**src/shared/lpm_gating_pkg.sv**
```systemverilog
`default_nettype none
package lpm_gating_pkg;
   // Register byte addresses
   localparam logic [7:0] CTRL_ADDR   = 8'h00;
   localparam logic [7:0] CONFIG_ADDR = 8'h04;
   localparam logic [7:0] STATUS_ADDR = 8'h08;
   localparam logic [7:0] OUTS_ADDR   = 8'h0C;

   // Control register: one-shot commands, read as zero
   localparam int CMD_SLEEP_BIT    = 0;
   localparam int CMD_NORMAL_BIT   = 1;
   localparam int CMD_STOP_BIT     = 2;
   localparam int CMD_FAILSAFE_BIT = 3;
   localparam int CMD_PARK_BIT     = 4;
   localparam int CMD_OVBRK_BIT    = 5;
   localparam int CMD_WDFAIL_CLR   = 6;
   localparam int CMD_FAILURE_CLR  = 7;

   // Configuration register fields
   localparam int CFG_HS_LSB       = 0;
   localparam int CFG_HS_WIDTH     = 3;
   localparam int CFG_BD_BIT       = 3;
   localparam int CFG_CP_BIT       = 4;
   localparam int CFG_CSA_BIT      = 5;
   localparam int CFG_LIN_BIT      = 6;
   localparam int CFG_CYCS_BIT     = 7;
   localparam int CFG_CYCW_BIT     = 8;
   localparam int CFG_WDEN_BIT     = 9;
   localparam int CFG_WDDIS_BIT    = 10;
   localparam int CFG_WDMASK_BIT   = 11;
   localparam int CFG_WKWAKE_LSB   = 12;
   localparam int WAKE_IN_WIDTH    = 4;
   localparam int CFG_WIDTH        = 16;
   localparam logic [15:0] CFG_RESET = 16'h0000;

   // Status register fields
   localparam int ST_MODE_LSB      = 0;
   localparam int ST_FAILURE_BIT   = 4;
   localparam int ST_WDFAIL_BIT    = 5;
   localparam int ST_DEVMODE_BIT   = 6;
   localparam int ST_WKPEND_BIT    = 7;
   localparam int ST_WKFLAG_LSB    = 8;

   // Timing
   localparam int  CLK_MHZ             = 100;
   localparam int  FS_FILTER_MS        = 100;
   localparam int  OT_DELAY_MS         = 1000;
   localparam int  FS_FILTER_CYCLES    = FS_FILTER_MS * 1000 * CLK_MHZ;
   localparam int  OT_DELAY_CYCLES     = OT_DELAY_MS * 1000 * CLK_MHZ;
   localparam int  TIMER_WIDTH         = 32;

   typedef enum logic [2:0]
   {
      MODE_INIT,
      MODE_NORMAL,
      MODE_STOP,
      MODE_SLEEP,
      MODE_RESTART,
      MODE_FAILSAFE
   } mode_e;
endpackage
`default_nettype wire

```
**src/rtl/low_power_mode_gating.sv**
```systemverilog
`timescale 1ns/10ps
`default_nettype none
module low_power_mode_gating
(
   input  wire logic        clock_in,
   input  wire logic        rst_in,
   // APB slave
   input  wire logic        psel,
   input  wire logic        penable,
   input  wire logic        pwrite,
   input  wire logic [7:0]  paddr,
   input  wire logic [31:0] pwdata,
   output logic [31:0]      prdata,
   output logic             pready,
   output logic             pslverr,
   // Pins and events from outside the clock domain
   input  wire logic        devmode_strap_in,
   input  wire logic        lin_wake_in,
   input  wire logic [3:0]  wake_inputs_in,
   input  wire logic        cyclic_wake_in,
   input  wire logic        regulator_overtemp_shutdown_in,
   input  wire logic        regulator_short_in,
   input  wire logic        undervoltage_in,
   input  wire logic        watchdog_trigger_fail_in,
   input  wire logic        reset_release_in,
   // Gated outputs
   output logic             main_regulator_out,
   output logic             watchdog_out,
   output logic             watchdog_long_window_out,
   output logic [2:0]       high_side_switches_out,
   output logic             bridge_driver_out,
   output logic             bridge_low_side_brake_out,
   output logic             charge_pump_out,
   output logic             current_sense_amp_out,
   output logic             lin_on_out,
   output logic             lin_wake_capable_out,
   output logic             lin_woken_out,
   output logic             cyclic_sense_out,
   output logic             cyclic_wake_out,
   output logic [3:0]       wake_enable_out,
   output logic             reset_output_pin_out,
   output logic             interrupt_pin_out,
   output logic             interrupt_pin_oe_out,
   output logic             interrupt_pullup_out
);
   localparam int NSYNC = 8 + lpm_gating_pkg::WAKE_IN_WIDTH;

   // Two-stage synchronisers for all asynchronous inputs
   logic [NSYNC-1:0] sync_a;
   logic [NSYNC-1:0] sync_b;
   always_ff @(posedge clock_in)
   begin
      sync_a <= {devmode_strap_in, lin_wake_in, wake_inputs_in, cyclic_wake_in,
                 regulator_overtemp_shutdown_in, regulator_short_in, undervoltage_in,
                 watchdog_trigger_fail_in, reset_release_in};
      sync_b <= sync_a;
   end

   logic       strap_s;
   logic       lin_wake_s;
   logic [3:0] wk_s;
   logic       cyc_wake_s;
   logic       ot_s;
   logic       short_s;
   logic       uv_s;
   logic       wdfail_s;
   logic       rst_rel_s;
   assign {strap_s, lin_wake_s, wk_s, cyc_wake_s, ot_s, short_s, uv_s, wdfail_s, rst_rel_s} = sync_b;

   lpm_gating_pkg::mode_e mode;
   lpm_gating_pkg::mode_e next_mode;
   logic [15:0] cfg;
   logic        failure;
   logic        watchdog_fail_flag_flag;
   logic        devmode;
   logic        devmode_blocked;
   logic        strap_taken;
   logic        first_normal_done;
   logic        long_window;
   logic        park_brake;
   logic        ov_brake;
   logic        wake_pending;
   logic        lin_woken;
   logic [4:0]  wake_flags;
   logic        ot_seen;
   logic        wdfail_d;
   logic        irq;

   logic wr;
   logic rd;
   assign wr = psel && penable && pwrite;
   assign rd = psel && penable && !pwrite;
   assign pready = 1'b1;

   logic mapped;
   assign mapped = (paddr == lpm_gating_pkg::CTRL_ADDR) || (paddr == lpm_gating_pkg::CONFIG_ADDR) ||
                   (paddr == lpm_gating_pkg::STATUS_ADDR) || (paddr == lpm_gating_pkg::OUTS_ADDR);
   assign pslverr = psel && penable && !mapped;

   logic cmd_wr;
   assign cmd_wr = wr && (paddr == lpm_gating_pkg::CTRL_ADDR);

   logic in_fs;
   assign in_fs = (mode == lpm_gating_pkg::MODE_FAILSAFE);

   logic [3:0] wk_wake_cfg;
   assign wk_wake_cfg = cfg[lpm_gating_pkg::CFG_WKWAKE_LSB +: lpm_gating_pkg::WAKE_IN_WIDTH];

   // Default sources in Fail-Safe: LIN and wake-configured inputs
   logic default_wake;
   assign default_wake = lin_wake_s || ((wk_s & wk_wake_cfg) != 4'h0);

   logic sleep_wake;
   assign sleep_wake = default_wake || (cyc_wake_s && cfg[lpm_gating_pkg::CFG_CYCW_BIT]);

   logic wd_edge;
   assign wd_edge = wdfail_s && !wdfail_d;

   // Watchdog failure is ignored as a mode trigger in development mode
   logic wd_mode_trigger;
   assign wd_mode_trigger = wd_edge && !devmode && watchdog_out;

   logic filter_done;
   logic ot_done;

   mode_timer filter_timer
   (
      .clock_in (clock_in),
      .rst_in   (rst_in),
      .run_in   (in_fs),
      .load_in  (lpm_gating_pkg::FS_FILTER_CYCLES[31:0]),
      .done_out (filter_done)
   );

   mode_timer overtemp_timer
   (
      .clock_in (clock_in),
      .rst_in   (rst_in),
      .run_in   (in_fs && ot_seen && !ot_s),
      .load_in  (lpm_gating_pkg::OT_DELAY_CYCLES[31:0]),
      .done_out (ot_done)
   );

   always_comb
   begin
      next_mode = mode;
      case (mode)
         lpm_gating_pkg::MODE_INIT:
         begin
            if (short_s || ot_s)
               next_mode = lpm_gating_pkg::MODE_FAILSAFE;
            else if (wr && rst_rel_s)
               next_mode = lpm_gating_pkg::MODE_NORMAL;
         end
         lpm_gating_pkg::MODE_NORMAL, lpm_gating_pkg::MODE_STOP:
         begin
            if (ot_s || (cmd_wr && pwdata[lpm_gating_pkg::CMD_FAILSAFE_BIT]))
               next_mode = lpm_gating_pkg::MODE_FAILSAFE;
            else if (uv_s || wd_mode_trigger)
               next_mode = lpm_gating_pkg::MODE_RESTART;
            else if (cmd_wr && pwdata[lpm_gating_pkg::CMD_SLEEP_BIT] && mode == lpm_gating_pkg::MODE_NORMAL)
               next_mode = lpm_gating_pkg::MODE_SLEEP;
            else if (cmd_wr && pwdata[lpm_gating_pkg::CMD_STOP_BIT] && mode == lpm_gating_pkg::MODE_NORMAL)
               next_mode = lpm_gating_pkg::MODE_STOP;
            else if (cmd_wr && pwdata[lpm_gating_pkg::CMD_NORMAL_BIT])
               next_mode = lpm_gating_pkg::MODE_NORMAL;
         end
         lpm_gating_pkg::MODE_SLEEP:
         begin
            if (ot_s)
               next_mode = lpm_gating_pkg::MODE_FAILSAFE;
            else if (sleep_wake)
               next_mode = lpm_gating_pkg::MODE_RESTART;
         end
         lpm_gating_pkg::MODE_RESTART:
         begin
            if (rst_rel_s && !uv_s)
               next_mode = lpm_gating_pkg::MODE_NORMAL;
         end
         lpm_gating_pkg::MODE_FAILSAFE:
         begin
            // Leaving before the filter expires would let the system toggle fast
            if (ot_done || (filter_done && !ot_s && (wake_pending || default_wake)))
               next_mode = lpm_gating_pkg::MODE_RESTART;
         end
         default:
            next_mode = lpm_gating_pkg::MODE_INIT;
      endcase
   end

   always_ff @(posedge clock_in)
   begin
      if (rst_in)
         mode <= lpm_gating_pkg::MODE_INIT;
      else
         mode <= next_mode;
   end

   always_ff @(posedge clock_in)
   begin
      if (rst_in)
         cfg <= lpm_gating_pkg::CFG_RESET;
      else if (wr && paddr == lpm_gating_pkg::CONFIG_ADDR &&
               (mode == lpm_gating_pkg::MODE_NORMAL || mode == lpm_gating_pkg::MODE_INIT))
         cfg <= pwdata[lpm_gating_pkg::CFG_WIDTH-1:0];
   end

   // Strap caught on the first Init cycle; a regulator short on that cycle locks it out
   always_ff @(posedge clock_in)
   begin
      if (rst_in)
      begin
         devmode         <= 1'b0;
         strap_taken     <= 1'b0;
         devmode_blocked <= 1'b0;
      end
      else
      begin
         if (mode == lpm_gating_pkg::MODE_INIT && short_s)
            devmode_blocked <= 1'b1;
         if (!strap_taken && mode == lpm_gating_pkg::MODE_INIT && !short_s)
         begin
            strap_taken <= 1'b1;
            devmode     <= strap_s && !devmode_blocked;
         end
      end
   end

   always_ff @(posedge clock_in)
   begin
      if (rst_in)
         first_normal_done <= 1'b0;
      else if (mode == lpm_gating_pkg::MODE_NORMAL && cmd_wr)
         first_normal_done <= 1'b1;
   end

   // Every Restart exit reopens the long window, not only the first one after Init
   always_ff @(posedge clock_in)
   begin
      if (rst_in || mode == lpm_gating_pkg::MODE_RESTART)
         long_window <= 1'b1;
      else if (mode == lpm_gating_pkg::MODE_NORMAL && cmd_wr)
         long_window <= 1'b0;
   end

   // Fail-Safe wake store; entry clearing wins over arrival
   always_ff @(posedge clock_in)
   begin
      if (rst_in)
      begin
         wake_pending <= 1'b0;
         wake_flags   <= 5'h00;
         lin_woken    <= 1'b0;
         ot_seen      <= 1'b0;
      end
      else
      begin
         if (next_mode == lpm_gating_pkg::MODE_FAILSAFE && !in_fs)
         begin
            wake_pending <= 1'b0;
            wake_flags   <= 5'h00;
         end
         else
         begin
            if (in_fs && default_wake)
               wake_pending <= 1'b1;
            else if (!in_fs)
               wake_pending <= 1'b0;
            wake_flags <= wake_flags | {lin_wake_s, wk_s & wk_wake_cfg};
         end
         if ((mode == lpm_gating_pkg::MODE_SLEEP || in_fs) && lin_wake_s)
            lin_woken <= 1'b1;
         else if (mode == lpm_gating_pkg::MODE_NORMAL)
            lin_woken <= 1'b0;
         if (ot_s)
            ot_seen <= 1'b1;
         else if (!in_fs)
            ot_seen <= 1'b0;
      end
   end

   always_ff @(posedge clock_in)
   begin
      if (rst_in)
         failure <= 1'b0;
      else if (in_fs && next_mode != lpm_gating_pkg::MODE_FAILSAFE)
         failure <= 1'b1;
      else if (cmd_wr && pwdata[lpm_gating_pkg::CMD_FAILURE_CLR])
         failure <= 1'b0;
   end

   always_ff @(posedge clock_in)
   begin
      if (rst_in)
      begin
         park_brake <= 1'b0;
         ov_brake   <= 1'b0;
      end
      else if (next_mode == lpm_gating_pkg::MODE_FAILSAFE)
      begin
         park_brake <= 1'b0;
         ov_brake   <= 1'b0;
      end
      else if (cmd_wr && mode == lpm_gating_pkg::MODE_NORMAL)
      begin
         park_brake <= pwdata[lpm_gating_pkg::CMD_PARK_BIT];
         ov_brake   <= pwdata[lpm_gating_pkg::CMD_OVBRK_BIT];
      end
   end

   // Watchdog fail flag and interrupt; set wins over clear
   logic wd_disabled;
   assign wd_disabled = devmode && cfg[lpm_gating_pkg::CFG_WDDIS_BIT];
   always_ff @(posedge clock_in)
   begin
      if (rst_in)
      begin
         wdfail_d     <= 1'b0;
         watchdog_fail_flag_flag <= 1'b0;
         irq          <= 1'b0;
      end
      else
      begin
         wdfail_d <= wdfail_s;
         if (wd_edge && watchdog_out && !wd_disabled)
            watchdog_fail_flag_flag <= 1'b1;
         else if (cmd_wr && pwdata[lpm_gating_pkg::CMD_WDFAIL_CLR])
            watchdog_fail_flag_flag <= 1'b0;
         // One pulse per failure, in development mode only; masking bit high means unmasked, low means flag only
         irq <= wd_edge && watchdog_out && devmode && !wd_disabled &&
                cfg[lpm_gating_pkg::CFG_WDMASK_BIT];
      end
   end

   // Output gating per mode
   always_ff @(posedge clock_in)
   begin
      if (rst_in)
      begin
         main_regulator_out        <= 1'b1;
         watchdog_out              <= 1'b0;
         watchdog_long_window_out  <= 1'b1;
         high_side_switches_out    <= 3'h0;
         bridge_driver_out         <= 1'b0;
         bridge_low_side_brake_out <= 1'b0;
         charge_pump_out           <= 1'b0;
         current_sense_amp_out     <= 1'b0;
         lin_on_out                <= 1'b0;
         lin_wake_capable_out      <= 1'b0;
         lin_woken_out             <= 1'b0;
         cyclic_sense_out          <= 1'b0;
         cyclic_wake_out           <= 1'b0;
         wake_enable_out           <= 4'h0;
         reset_output_pin_out      <= 1'b1;
      end
      else
      begin
         main_regulator_out        <= 1'b0;
         watchdog_out              <= 1'b0;
         watchdog_long_window_out  <= 1'b0;
         bridge_driver_out         <= 1'b0;
         bridge_low_side_brake_out <= 1'b0;
         charge_pump_out           <= 1'b0;
         current_sense_amp_out     <= 1'b0;
         lin_on_out                <= 1'b0;
         lin_wake_capable_out      <= 1'b0;
         lin_woken_out             <= 1'b0;
         cyclic_sense_out          <= 1'b0;
         cyclic_wake_out           <= 1'b0;
         wake_enable_out           <= wk_wake_cfg;
         reset_output_pin_out      <= 1'b0;
         case (mode)
            lpm_gating_pkg::MODE_INIT:
            begin
               main_regulator_out       <= 1'b1;
               watchdog_out             <= 1'b1;
               watchdog_long_window_out <= 1'b1;
               lin_on_out               <= devmode;
               reset_output_pin_out     <= !rst_rel_s;
            end
            lpm_gating_pkg::MODE_NORMAL, lpm_gating_pkg::MODE_STOP:
            begin
               main_regulator_out     <= 1'b1;
               watchdog_out           <= cfg[lpm_gating_pkg::CFG_WDEN_BIT] || (devmode && !wd_disabled);
               watchdog_long_window_out <= long_window;
               high_side_switches_out <= cfg[lpm_gating_pkg::CFG_HS_LSB +: lpm_gating_pkg::CFG_HS_WIDTH];
               bridge_driver_out      <= (mode == lpm_gating_pkg::MODE_NORMAL) && cfg[lpm_gating_pkg::CFG_BD_BIT];
               charge_pump_out        <= (mode == lpm_gating_pkg::MODE_NORMAL) && cfg[lpm_gating_pkg::CFG_CP_BIT];
               current_sense_amp_out  <= (mode == lpm_gating_pkg::MODE_NORMAL) && cfg[lpm_gating_pkg::CFG_CSA_BIT];
               bridge_low_side_brake_out <= park_brake || ov_brake;
               lin_on_out             <= cfg[lpm_gating_pkg::CFG_LIN_BIT] || (devmode && !first_normal_done);
               cyclic_sense_out       <= cfg[lpm_gating_pkg::CFG_CYCS_BIT];
               cyclic_wake_out        <= cfg[lpm_gating_pkg::CFG_CYCW_BIT];
            end
            lpm_gating_pkg::MODE_SLEEP:
            begin
               // Regulator, watchdog, bridge, pump and amplifier stay off
               high_side_switches_out    <= high_side_switches_out;
               lin_wake_capable_out      <= cfg[lpm_gating_pkg::CFG_LIN_BIT];
               cyclic_sense_out          <= cfg[lpm_gating_pkg::CFG_CYCS_BIT];
               cyclic_wake_out           <= cfg[lpm_gating_pkg::CFG_CYCW_BIT];
               bridge_low_side_brake_out <= park_brake || ov_brake;
               reset_output_pin_out      <= 1'b1;
            end
            lpm_gating_pkg::MODE_RESTART:
            begin
               reset_output_pin_out   <= 1'b1;
               high_side_switches_out <= 3'h0;
               main_regulator_out     <= 1'b1;
               lin_woken_out          <= lin_woken;
               lin_wake_capable_out   <= !lin_woken && cfg[lpm_gating_pkg::CFG_LIN_BIT];
               watchdog_long_window_out <= 1'b1;
            end
            lpm_gating_pkg::MODE_FAILSAFE:
            begin
               high_side_switches_out <= 3'h0;
               lin_wake_capable_out   <= 1'b1;
               wake_enable_out        <= wk_wake_cfg;
               reset_output_pin_out   <= 1'b1;
            end
            default:
               high_side_switches_out <= 3'h0;
         endcase
      end
   end

   // Interrupt pin: pulled up in Init, driven afterwards
   always_ff @(posedge clock_in)
   begin
      if (rst_in)
      begin
         interrupt_pin_out    <= 1'b0;
         interrupt_pin_oe_out <= 1'b0;
         interrupt_pullup_out <= 1'b1;
      end
      else
      begin
         interrupt_pin_out    <= irq;
         interrupt_pin_oe_out <= (mode != lpm_gating_pkg::MODE_INIT);
         interrupt_pullup_out <= (mode == lpm_gating_pkg::MODE_INIT);
      end
   end

   always_ff @(posedge clock_in)
   begin
      if (rst_in)
         prdata <= 32'h0000_0000;
      else if (psel && !penable && !pwrite)
      begin
         case (paddr)
            lpm_gating_pkg::CONFIG_ADDR:
               prdata <= {16'h0000, cfg};
            lpm_gating_pkg::STATUS_ADDR:
               prdata <= {19'h00000, wake_flags, wake_pending, devmode, watchdog_fail_flag_flag, failure, 1'b0, mode};
            lpm_gating_pkg::OUTS_ADDR:
               prdata <= {16'h0000, main_regulator_out, watchdog_out, high_side_switches_out, bridge_driver_out,
                          charge_pump_out, current_sense_amp_out, lin_on_out, lin_wake_capable_out,
                          lin_woken_out, cyclic_sense_out, cyclic_wake_out, reset_output_pin_out,
                          bridge_low_side_brake_out, park_brake};
            default:
               prdata <= 32'h0000_0000;
         endcase
      end
   end

   logic unused_rd;
   assign unused_rd = rd;
endmodule
`default_nettype wire

```
**src/rtl/mode_timer.sv**
```systemverilog
`timescale 1ns/10ps
`default_nettype none
// Countdown that runs while run_in is high; done_out is a level once expired
module mode_timer
(
   input  wire logic        clock_in,
   input  wire logic        rst_in,
   input  wire logic        run_in,
   input  wire logic [31:0] load_in,
   output logic             done_out
);
   logic [31:0] count;

   always_ff @(posedge clock_in)
   begin
      if (rst_in || !run_in)
      begin
         count <= load_in;
      end
      else if (count != 32'h0000_0000)
      begin
         count <= count - 32'h0000_0001;
      end
   end

   assign done_out = run_in && (count == 32'h0000_0000);
endmodule
`default_nettype wire

```
**config.mk**
```make
export PLATFORM = sky130hd
export DESIGN_NAME = low_power_mode_gating
export DESIGN_NICKNAME = d
export VERILOG_FILES = /design/src/shared/lpm_gating_pkg.sv /design/src/rtl/low_power_mode_gating.sv /design/src/rtl/mode_timer.sv
export SDC_FILE = /design/constraint.sdc
export NUM_CORES = 1
export LEC_CHECK = 0
export BUFFER_PORTS_ARGS = -buffer_cell sky130_fd_sc_hd__buf_2
export CORE_MARGIN = 4
export CORE_UTILIZATION = 45
export CTS_CLUSTER_SIZE = 20
export DETAILED_ROUTE_END_ITERATION = 6
export PLACE_DENSITY = 0.69
export SLEW_MARGIN = 5
export SYNTH_ARGS = -nofsm -noshare
export SYNTH_HDL_FRONTEND = slang
export SYNTH_SLANG_ARGS = --single-unit
export TNS_END_PERCENT = 100
```
**constraint.sdc**
```tcl
create_clock -name clock_in -period 2.4 [get_ports clock_in]
set_clock_uncertainty 0.1 [all_clocks]
set_input_delay 0.48 -clock clock_in [delete_from_list [all_inputs] [get_ports clock_in]]
set_output_delay 0.48 -clock clock_in [all_outputs]
set_load 0.005 [all_outputs]
```
# Yosys cells after proc, flatten, opt, wreduce, memory -nomap -nowiden
# Index checks and enable logic that the tools add are counted.
# Widths: inputs -> output; s select.
[totals] in_bits=57 output_inout_bits=57 romBits=0 ram_bits=0 wordCells=193 memories=0 regBits=181 latchBits=0
[classes] mux=29 n_div=0 add_sub_neg=2 order_cmp=0 n_mul=0 reduce_logical=105 n_shift=0 n_eq_ne=12 n_bitwise=5
[ops] cell="$logic_not 32->1" count=2
[ops] cell="$reduce_bool 32->1" count=2
[ops] cell="$sub 32x1->32 const B" count=2
[ops] cell="$logic_and 1x1->1" count=49
[ops] cell="$pmux 16 s3" count=1
[ops] cell="$mux 3" count=11
[ops] cell="$logic_or 1x1->1" count=18
[ops] cell="$eq 8x4->1 const B" count=2
[ops] cell="$logic_not 1->1" count=16
[ops] cell="$reduce_or 2->1" count=8
[ops] cell="$pmux 3 s5" count=1
[ops] cell="$mux 1" count=10
[ops] cell="$eq 3x3->1 const B" count=3
[ops] cell="$eq 8x3->1 const B" count=1
[ops] cell="$logic_not 8->1" count=1
[ops] cell="$pmux 1 s2" count=4
[ops] cell="$eq 3x2->1 const B" count=2
[ops] cell="$pmux 3 s2" count=1
[ops] cell="$reduce_bool 2->1" count=3
[ops] cell="$reduce_or 3->1" count=2
[ops] cell="$or 5x5->5" count=1
[ops] cell="$and 4x4->4" count=1
[ops] cell="$ne 2x2->1 const B" count=2
[ops] cell="$reduce_bool 4->1" count=1
[ops] cell="other kinds (7)" count=9

# Logic depth before layout (Yosys ltp)
# Gate-level depths: netlist (run 1).
[logic_depth] ltp_word=13 ltp_mapped=9 depth_no_buf=8

# By module
# Synthesis (run 1) repeated with hierarchy kept, for this count alone.
[hier_totals] hier_cells=818 hier_area_um2=7942.6
[modules_own_cells] mod="low_power_mode_gating" instances=1 cells_each=405 area_per_inst_um2=3957.5
[modules_own_cells] mod="mode_timer at filter_timer" instances=1 cells_each=212 area_per_inst_um2=2026.9
[modules_own_cells] mod="mode_timer at overtemp_timer" instances=1 cells_each=201 area_per_inst_um2=1958.1

# Worst setup path before layout (run 1)
# Ideal clock, no wire load.
[synth_timing] kind="register to register" from="register filter_timer.count[0]" to="register filter_timer.count[15]" path_stages_with_launch=10 setup_time_ns=0.136 arrival_ns=2.079 synth_period_minus_slack_ns=2.315 slack_ns=0.085 path_cell_list="dfxtp_1 > inv_1 > ha_1 > or3b_2 > or3_4 > nor3_4 > buf_4 > nor3_1 > xnor2_1 > nand2_1"
[synth_between] elab_chain_cells=1 word_cells_on_any_way=2 cone_classes="add/sub: 1; reduce/logical: 1"
[synth_lines] item="from (decl)" line_no="mode_timer.sv:12" rtl="logic [31:0] count;"
[synth_lines] item="from (signal assigned)" line_no="mode_timer.sv:18" rtl="count <= load_in;"
[synth_lines] item="from (signal assigned)" line_no="mode_timer.sv:22" rtl="count <= count - 32'h0000_0001;"
[synth_lines] item="$sub 32x1->32 or $reduce_bool 32->1 (tied branches)" line_no="mode_timer.sv:22, mode_timer.sv:20"
# Parallel ways exist; a longest one is shown, timed or not.
# A chain may end at the register's enable or synchronous reset.

# Worst setup path after layout (run 1)
[layout_timing] from="register filter_timer.count[0]" to="register filter_timer.count[4]"
# The elaborated chain is that of the path after synthesis.

==> impl_results.md, run 1 <==
- Final number of hold-violating endpoints: 0
- Clock-pin transition on the worst setup and hold timing paths: 0.08 ns
- Tightest slew margin relative to the limit: about 37%
- TritonRoute pass-1 iters: 5
- Synth warn: 0
- Cell count of the worst reg-to-reg path: 9
- Peak ir drop on the vdd network: 570 uV
- # diodes: 0
- Pin slew with the least headroom to its limit: around 0.94 ns
- Distinct cell type count of the synthesized netlist: 60
- ANT nets after route: 0
- CTS root buf: clkbuf_16
- Die Height: roughly 130 um
- Switching share of power: a little over a quarter
- Cell depth of the worst min-delay path: 1
- Area of the mapped netlist: 6810 um2
- Ports: 114
- HPWL after DPL: between 10 and 15 mm
- Port buffer count: 80
- Pint: 0.00443 W
- Reg2reg start: filter_timer.count[0]
- Fraction of the yosys area taken by sequential cells: 48.5%
- Cell Area, Placed: 7630 um2
- Total number of placement rows: 44
- Worst Path Max Fanout: 9
- Core footprint: 14700 um2
- Worst hold margin: 0.0440 ns
- Count of unresolved DRC violations after routing: 0
- Final Power: 0.00604 W
- Switching pwr: 0.00162 W
- Power density normalized to cell area: 728 nW/um2
- Final slew viol count: 0
- Capture instance of the worst register-to-register path: filter_timer.count[4]
- Area contributors post-synth: dfxtp_1 (48%), nor2_1 (6.0%), xnor2_1 (4.6%)
- Cell Count, Final, Fillers Out: 1074
- Via count of the first global-routing pass: ~5500
- Worst Path Class, Setup: flip-flop to flip-flop
- Post-Synthesis Mean Instance Area: just under 9 um2
- Share of the synthesized area in the top cell type: 48.5%
- Setup violation total in the final timing report: 0
- HP Class: input pin to flip-flop
- Final design area excluding fillers: roughly 8300 um2
- CP arrival: between 2 and 2.5 ns
- Largest net degree at the start of global routing: 38
- Total grt overflow: 0
- Proportion of layout cells with a drive suffix above 1: between 20% and 30%
- Global-route wire length before repair: 26.1 mm
- Number of H-tree branching levels: 4
- WL final: 16.0 mm
- Placer Congestion: 0.836
- Data required time at the worst endpoint: 2.60 ns
- Clk pwr share: a little under half
- Number of buffers created by CTS: 17
- Post-Synthesis Cells: 764
- Start point of the worst hold path: wake_inputs_in[0]
- Portion of total power attributed to combinational logic: 7.6%
- Top_reg_cell synth: dfxtp_1
- Leakage Power: 3.27 nW
- Number of sinks on the clock net: 165
- Final period util: 94.3%
- Clk buf depth: 2
- Number of antenna violations at the first check in global routing: 0
- Total Die Area: roughly 17000 um2
- Clock tree from TritonCTS: built
- Yosys top cell by area: dfxtp_1
- Area added between synthesis and finish: 21.9%
- Effective utilization at floorplan: 46.4%
- Clock insertion delay at the later pin of the skew report: 0.43 ns
- Post_cts resized: 0
- Maximum operating frequency: 0.442 GHz
- Avg WL per Cell: 14.9 um
- Per-cell via count in the routed design: about 5.3
- Fraction of power consumed by sequential logic: a little under half
- Min Tclk post-route: 2.26 ns
- Global routing usage summed across all routing layers: 19.2%
- CP endpoint kind: flip-flop
- Reg-to-reg setup timing slack: 0.14 ns
- CTS Hold Buffers Added: 0
- Leading cell type in the layout, fill and taps excluded: dfxtp_1
- DP Cell Count: roughly 1000
- Number of DRC markers after the initial detailed-route iteration: 448
- Startpoint class of the critical path: flip-flop
- Final #Nets: between 900 and 1000
- Most frequent cells in the layout: dfxtp_1 (165), nor2_1 (109), buf_2 (80)
- Worst Hold Endpoint: sync_a[6]
- Run status: finished clean
- Seq cells post-synth: 165
- Number of flops mapped to enable cells by yosys: 0
- Horiz. Die Dim: 131 um
- MaxCap Viol Count: 0
- Share of flip-flops with an asynchronous set or reset: 0%
- Total via count after detailed routing: 5740
- Post-CTS setup buffers: 0
[per-stage QoR]
step	TNS, ns	util, %	setup WS (ns)
finish	0	56.5	0.137
global route	-0.00445	56.5	-0.00445
CTS	0	56.2	0.0136
detailed placement	0	51.9	0.0304
global placement	0	51.9	0.0691
floorplan	0	-	0.0853
[synth_stat cells (all sizes together), types with 3 or more instances]
cell type / number
dfxtp: 165
nor2: 109
nand2: 66
a21oi: 52
nor3: 39
xnor2: 36
clkbuf: 33
nor4: 24
buf: 19
or3: 18
a22oi: 17
nor2b: 17
o21ai: 16
nand3: 13
mux2: 12
xor2: 12
and3: 11
mux2i: 11
inv: 10
or4: 10
nand2b: 6
nand4: 6
nor4b: 5
ha: 4
o211ai: 4
o31ai: 4
a211oi: 3
and2: 3
nand3b: 3
nand4b: 3
o41ai: 3
[worst max-delay path, stage by stage (launching register included)]
cell and delay (ns):
dfxtp_1 0.31, inv_1 0.07, ha_1 0.13, or3b_4 0.37
or3_4 0.40, nor3_4 0.23, buf_4 0.23, nor3_1 0.07
xnor2_1 0.17, nor2_1 0.06
[power groups by stage]
| stage | Sequential, W | Clock (W) | Combinational [W] |
|---|---|---|---|
| after global routing | 0.00285 | 0.00292 | 0.000505 |
| final | 0.00285 | 0.00274 | 0.000458 |
| after detailed placement | 0.00291 | 0 | 0.000443 |
| after floorplan | 0.00289 | 0 | 0.000302 |
| after CTS | 0.00284 | 0.00280 | 0.000447 |
| after global placement | 0.00291 | 0 | 0.000442 |
[sequential cells by signal, indices dropped and copies added (netlist names), 4 cells and up]
| signal | count |
|---|---|
| prdata | 16 |
| sync_b | 12 |
| filter_timer.count | 32 |
| wake_flags | 5 |
| cfg | 16 |
| wake_enable_out | 4 |
| sync_a | 12 |
| overtemp_timer.count | 32 |
[cell families (layout without fill, tap and decap cells)]
group	Yosys count	count (layout)	share of synthesized area, %
AO/OA/AOI/OAI	118	118	10.9
XOR/XNOR	48	48	6.17
adder cells (fa/ha/maj)	4	4	0.735
buffers and inverters	62	173	4.41
flip-flops	165	165	48.5
multiplexers	23	23	3.60
other	2	17	0.110
AND/OR/NAND/NOR	342	342	25.6
[routing by layer]
layer | wire length, um | GRT usage (%) | vias up | share of wire [%]
li1 | - | - | 2886 | -
met1 | 7420 | 26.1 | 2667 | 46
met2 | 7440 | 30.3 | 172 | 47
met3 | 923 | 4.46 | 15 | 5.8
met4 | 179 | 6.17 | 0 | 1.1
met5 | 0 | 0 | - | 0
[final cells by class]
cell class	instances	area [um2]
tap	184	230
clock inverter	15	198
sequential	165	3300
inverter	10	37.5
clock buffer	17	425
multi-input combinational	552	3310
timing repair buffer	131	800
fill	1293	6400
[worst max-delay path by stage]
stage / start / endpoint / slack (ns)
global route: overtemp_timer.count[9] / overtemp_timer.count[28] / -0.004
floorplan: filter_timer.count[0] / filter_timer.count[15] / 0.09
global placement: filter_timer.count[1] / filter_timer.count[7] / 0.07
finish: filter_timer.count[0] / filter_timer.count[4] / 0.14
CTS: filter_timer.count[1] / filter_timer.count[4] / 0.01
detailed placement: filter_timer.count[1] / filter_timer.count[7] / 0.03
(Power assumes the default switching activity.)
==> inputs of run 2 (changes only) <==
--- a/config.mk
+++ b/config.mk
@@ -10,7 +10,7 @@
 export CORE_UTILIZATION = 45
 export CTS_CLUSTER_SIZE = 20
 export DETAILED_ROUTE_END_ITERATION = 6
-export PLACE_DENSITY = 0.69
+export PLACE_DENSITY = 0.66
 export SLEW_MARGIN = 5
 export SYNTH_ARGS = -nofsm -noshare
 export SYNTH_HDL_FRONTEND = slang
==> constraint.sdc (replaced) <==
create_clock -name clock_in -period 2.7 [get_ports clock_in]
set_clock_uncertainty 0.1 [all_clocks]
set_input_delay 0.54 -clock clock_in [delete_from_list [all_inputs] [get_ports clock_in]]
set_output_delay 0.54 -clock clock_in [all_outputs]
set_load 0.005 [all_outputs]
==> run 2 against run 1 <==
Effect of this change: sequential cell count unchanged; sequential power down 11%; routed wire length up 2.0%; clock-buffer cell count unchanged; cell area down 2.2%; utilization down 1.3 points; largest cell class is now flip-flops and latches; largest power group unchanged.
==> impl_results.md, run 2 (synthesis gave the netlist of run 1 again) <==
- Run status: finished clean (unchanged)
- Most frequent cells in the layout: dfxtp_1 (165), nor2_1 (109), buf_2 (80) (unchanged)
- MaxCap Viol Count: 0 (unchanged)
- Largest registers in the final layout: filter_timer.count (32), overtemp_timer.count (32) (unchanged)
- Port buffer count: 80 (unchanged)
- Core footprint: 14700 um2 (unchanged)
- Number of antenna violations at the first check in global routing: 0 (unchanged)
- Number of DRC markers after the initial detailed-route iteration: 418 (was 448)
- Clock-pin transition on the worst setup and hold timing paths: 0.07 ns (was 0.08 ns)
- CTS root buf: clkbuf_16 (unchanged)
- Largest net degree at the start of global routing: 25 (was 38)
- Number of H-tree branching levels: 4 (unchanged)
- Tightest slew margin relative to the limit: 35.0% (was 37.2%)
- Setup violation total in the final timing report: 0 (unchanged)
- Pin slew with the least headroom to its limit: 0.973 ns (was 0.940 ns)
- TritonRoute pass-1 iters: 7 (was 5)
- Setup repair after global routing missed its margin: no
- Area added between synthesis and finish: 19.2% (was 21.9%)
- Count of unresolved DRC violations after routing: 0 (unchanged)
- Proportion of layout cells with a drive suffix above 1: 19.5% (was 21.8%)
- Maximum operating frequency: 0.403 GHz (was 0.442 GHz)
- Startpoint class of the critical path: flip-flop (unchanged)
- Placer Congestion: 0.846 (was 0.836)
- Cell count of the worst reg-to-reg path: 8 (was 9)
- Final period util: 91.9% (was 94.3%)
- Accumulated negative setup slack: 0 ns (unchanged)
- Number of buffers created by CTS: 17 (unchanged)
- Total via count after detailed routing: 5680 (was 5740)
- Clock tree from TritonCTS: built (unchanged)
- Clk buf depth: 2 (unchanged)
- Post_cts resized: 0 (unchanged)
- Leakage Power: 3.19 nW (was 3.27 nW)
- Post-CTS setup buffers: 0 (unchanged)
- Data required time at the worst endpoint: 2.95 ns (was 2.60 ns)
- Effective utilization at floorplan: 46.4% (unchanged)
- Peak ir drop on the vdd network: 487 uV (was 570 uV)
- Per-cell via count in the routed design: 5.36 (was 5.34)
- WL final: 16.3 mm (was 16.0 mm)
- Min Tclk post-route: 2.48 ns (was 2.26 ns)
- Final #Nets: 923 (was 938)
- Leading cell type in the layout, fill and taps excluded: dfxtp_1 (unchanged)
- HP Class: input pin to flip-flop (unchanged)
- Cell depth of the worst min-delay path: 1 (unchanged)
- CP endpoint kind: flip-flop (unchanged)
- Die Height: 131 um (unchanged)
- Global-route wire length before repair: 26.1 mm (about the same)
- Worst Path Class, Setup: flip-flop to flip-flop (unchanged)
- Total number of placement rows: 44 (unchanged)
- # diodes: 0 (unchanged)
- Via count of the first global-routing pass: 5287 (was 5452)
- Avg WL per Cell: 15.4 um (was 14.9 um)
- Power density normalized to cell area: 660 nW/um2 (was 728 nW/um2)
- Worst hold margin: 0.104 ns (was 0.0440 ns)
- Number of sinks on the clock net: 165 (unchanged)
- Ports: 114 (unchanged)
- HPWL after DPL: 11.7 mm (was 11.5 mm)
- Worst Path Max Fanout: 6 (was 9)
- Final number of hold-violating endpoints: 0 (unchanged)
- Total grt overflow: 0 (unchanged)
- CTS Hold Buffers Added: 0 (unchanged)
- Final slew viol count: 0 (unchanged)
- Horiz. Die Dim: 131 um (unchanged)
- Total Die Area: 17200 um2 (unchanged)
- ANT nets after route: 0 (unchanged)
- Clock insertion delay at the later pin of the skew report: 0.43 ns (about the same)
- Global routing usage summed across all routing layers: 19.4% (was 19.2%)
- CP arrival: 2.73 ns (was 2.47 ns)
## run 2: cell count changes in the layout (fill, tap and decap cells not counted), sizes merged
cell and delta:
clkinvlp +1, buf -15, bufinv +1, clkinv -2
## run 2: area by class of cell
type,count,area (um2)
clock inverter,15,185
multi-input combinational,552,3270
timing repair buffer,116,671
inverter,10,37.5
tap,184,230
sequential,165,3300
fill,1375,6580
clock buffer,17,425
## run 2: final timing paths
path | slack, ns | endpoint | start
hold / removal | 0.10 | sync_a[8] | wake_inputs_in[2]
hold reg to reg | 0.23 | sync_b[1] | sync_a[1]
setup / recovery | 0.22 | ov_brake | filter_timer.count[0]
setup reg to reg | 0.22 | ov_brake | filter_timer.count[0]
## run 2: through the flow
step | setup slack [ns] | total power [W] | util (%) | instances | cell area (um2)
6_report | 0.218 | 0.00535 | 55.2 | 1059 | 8120
5_1_grt | 0.0224 | 0.00555 | 55.2 | 1059 | 8120
3_3_place_gp | 0.275 | 0.00296 | 51.1 | 1027 | 7510
3_5_place_dp | 0.246 | 0.00297 | 51.1 | 1027 | 7510
4_1_cts | 0.223 | 0.00540 | 55.2 | 1059 | 8120
2_1_floorplan | 0.353 | 0.00284 | - | 779 | 6870
## run 2: power by group
group          total (W)  leakage [nW]  internal [W]  switching (W)
clock            0.00244         0.292       0.00133        0.00111
combinational   0.000382          1.55      0.000158       0.000224
sequential       0.00254          1.34       0.00249      0.0000484
total            0.00535          3.19       0.00397        0.00138
## run 2: worst max-delay path, cell delays in order, from the launching register on
cell     delay (ns)
dfxtp_1        0.31
inv_1          0.11
ha_1           0.15
or3b_2         0.45
or3_4          0.37
nor3_4         0.35
a221o_1        0.23
a21oi_1        0.14
nor3_1         0.20
## run 2: layer usage
layer / up-vias / wire length [um] / track usage, %
met4: 0 / 294 / 6.35
met5: - / 0 / 0
met1: 2663 / 7960 / 27.2
met2: 138 / 7350 / 29.3
met3: 20 / 677 / 4.70
li1: 2859 / - / -
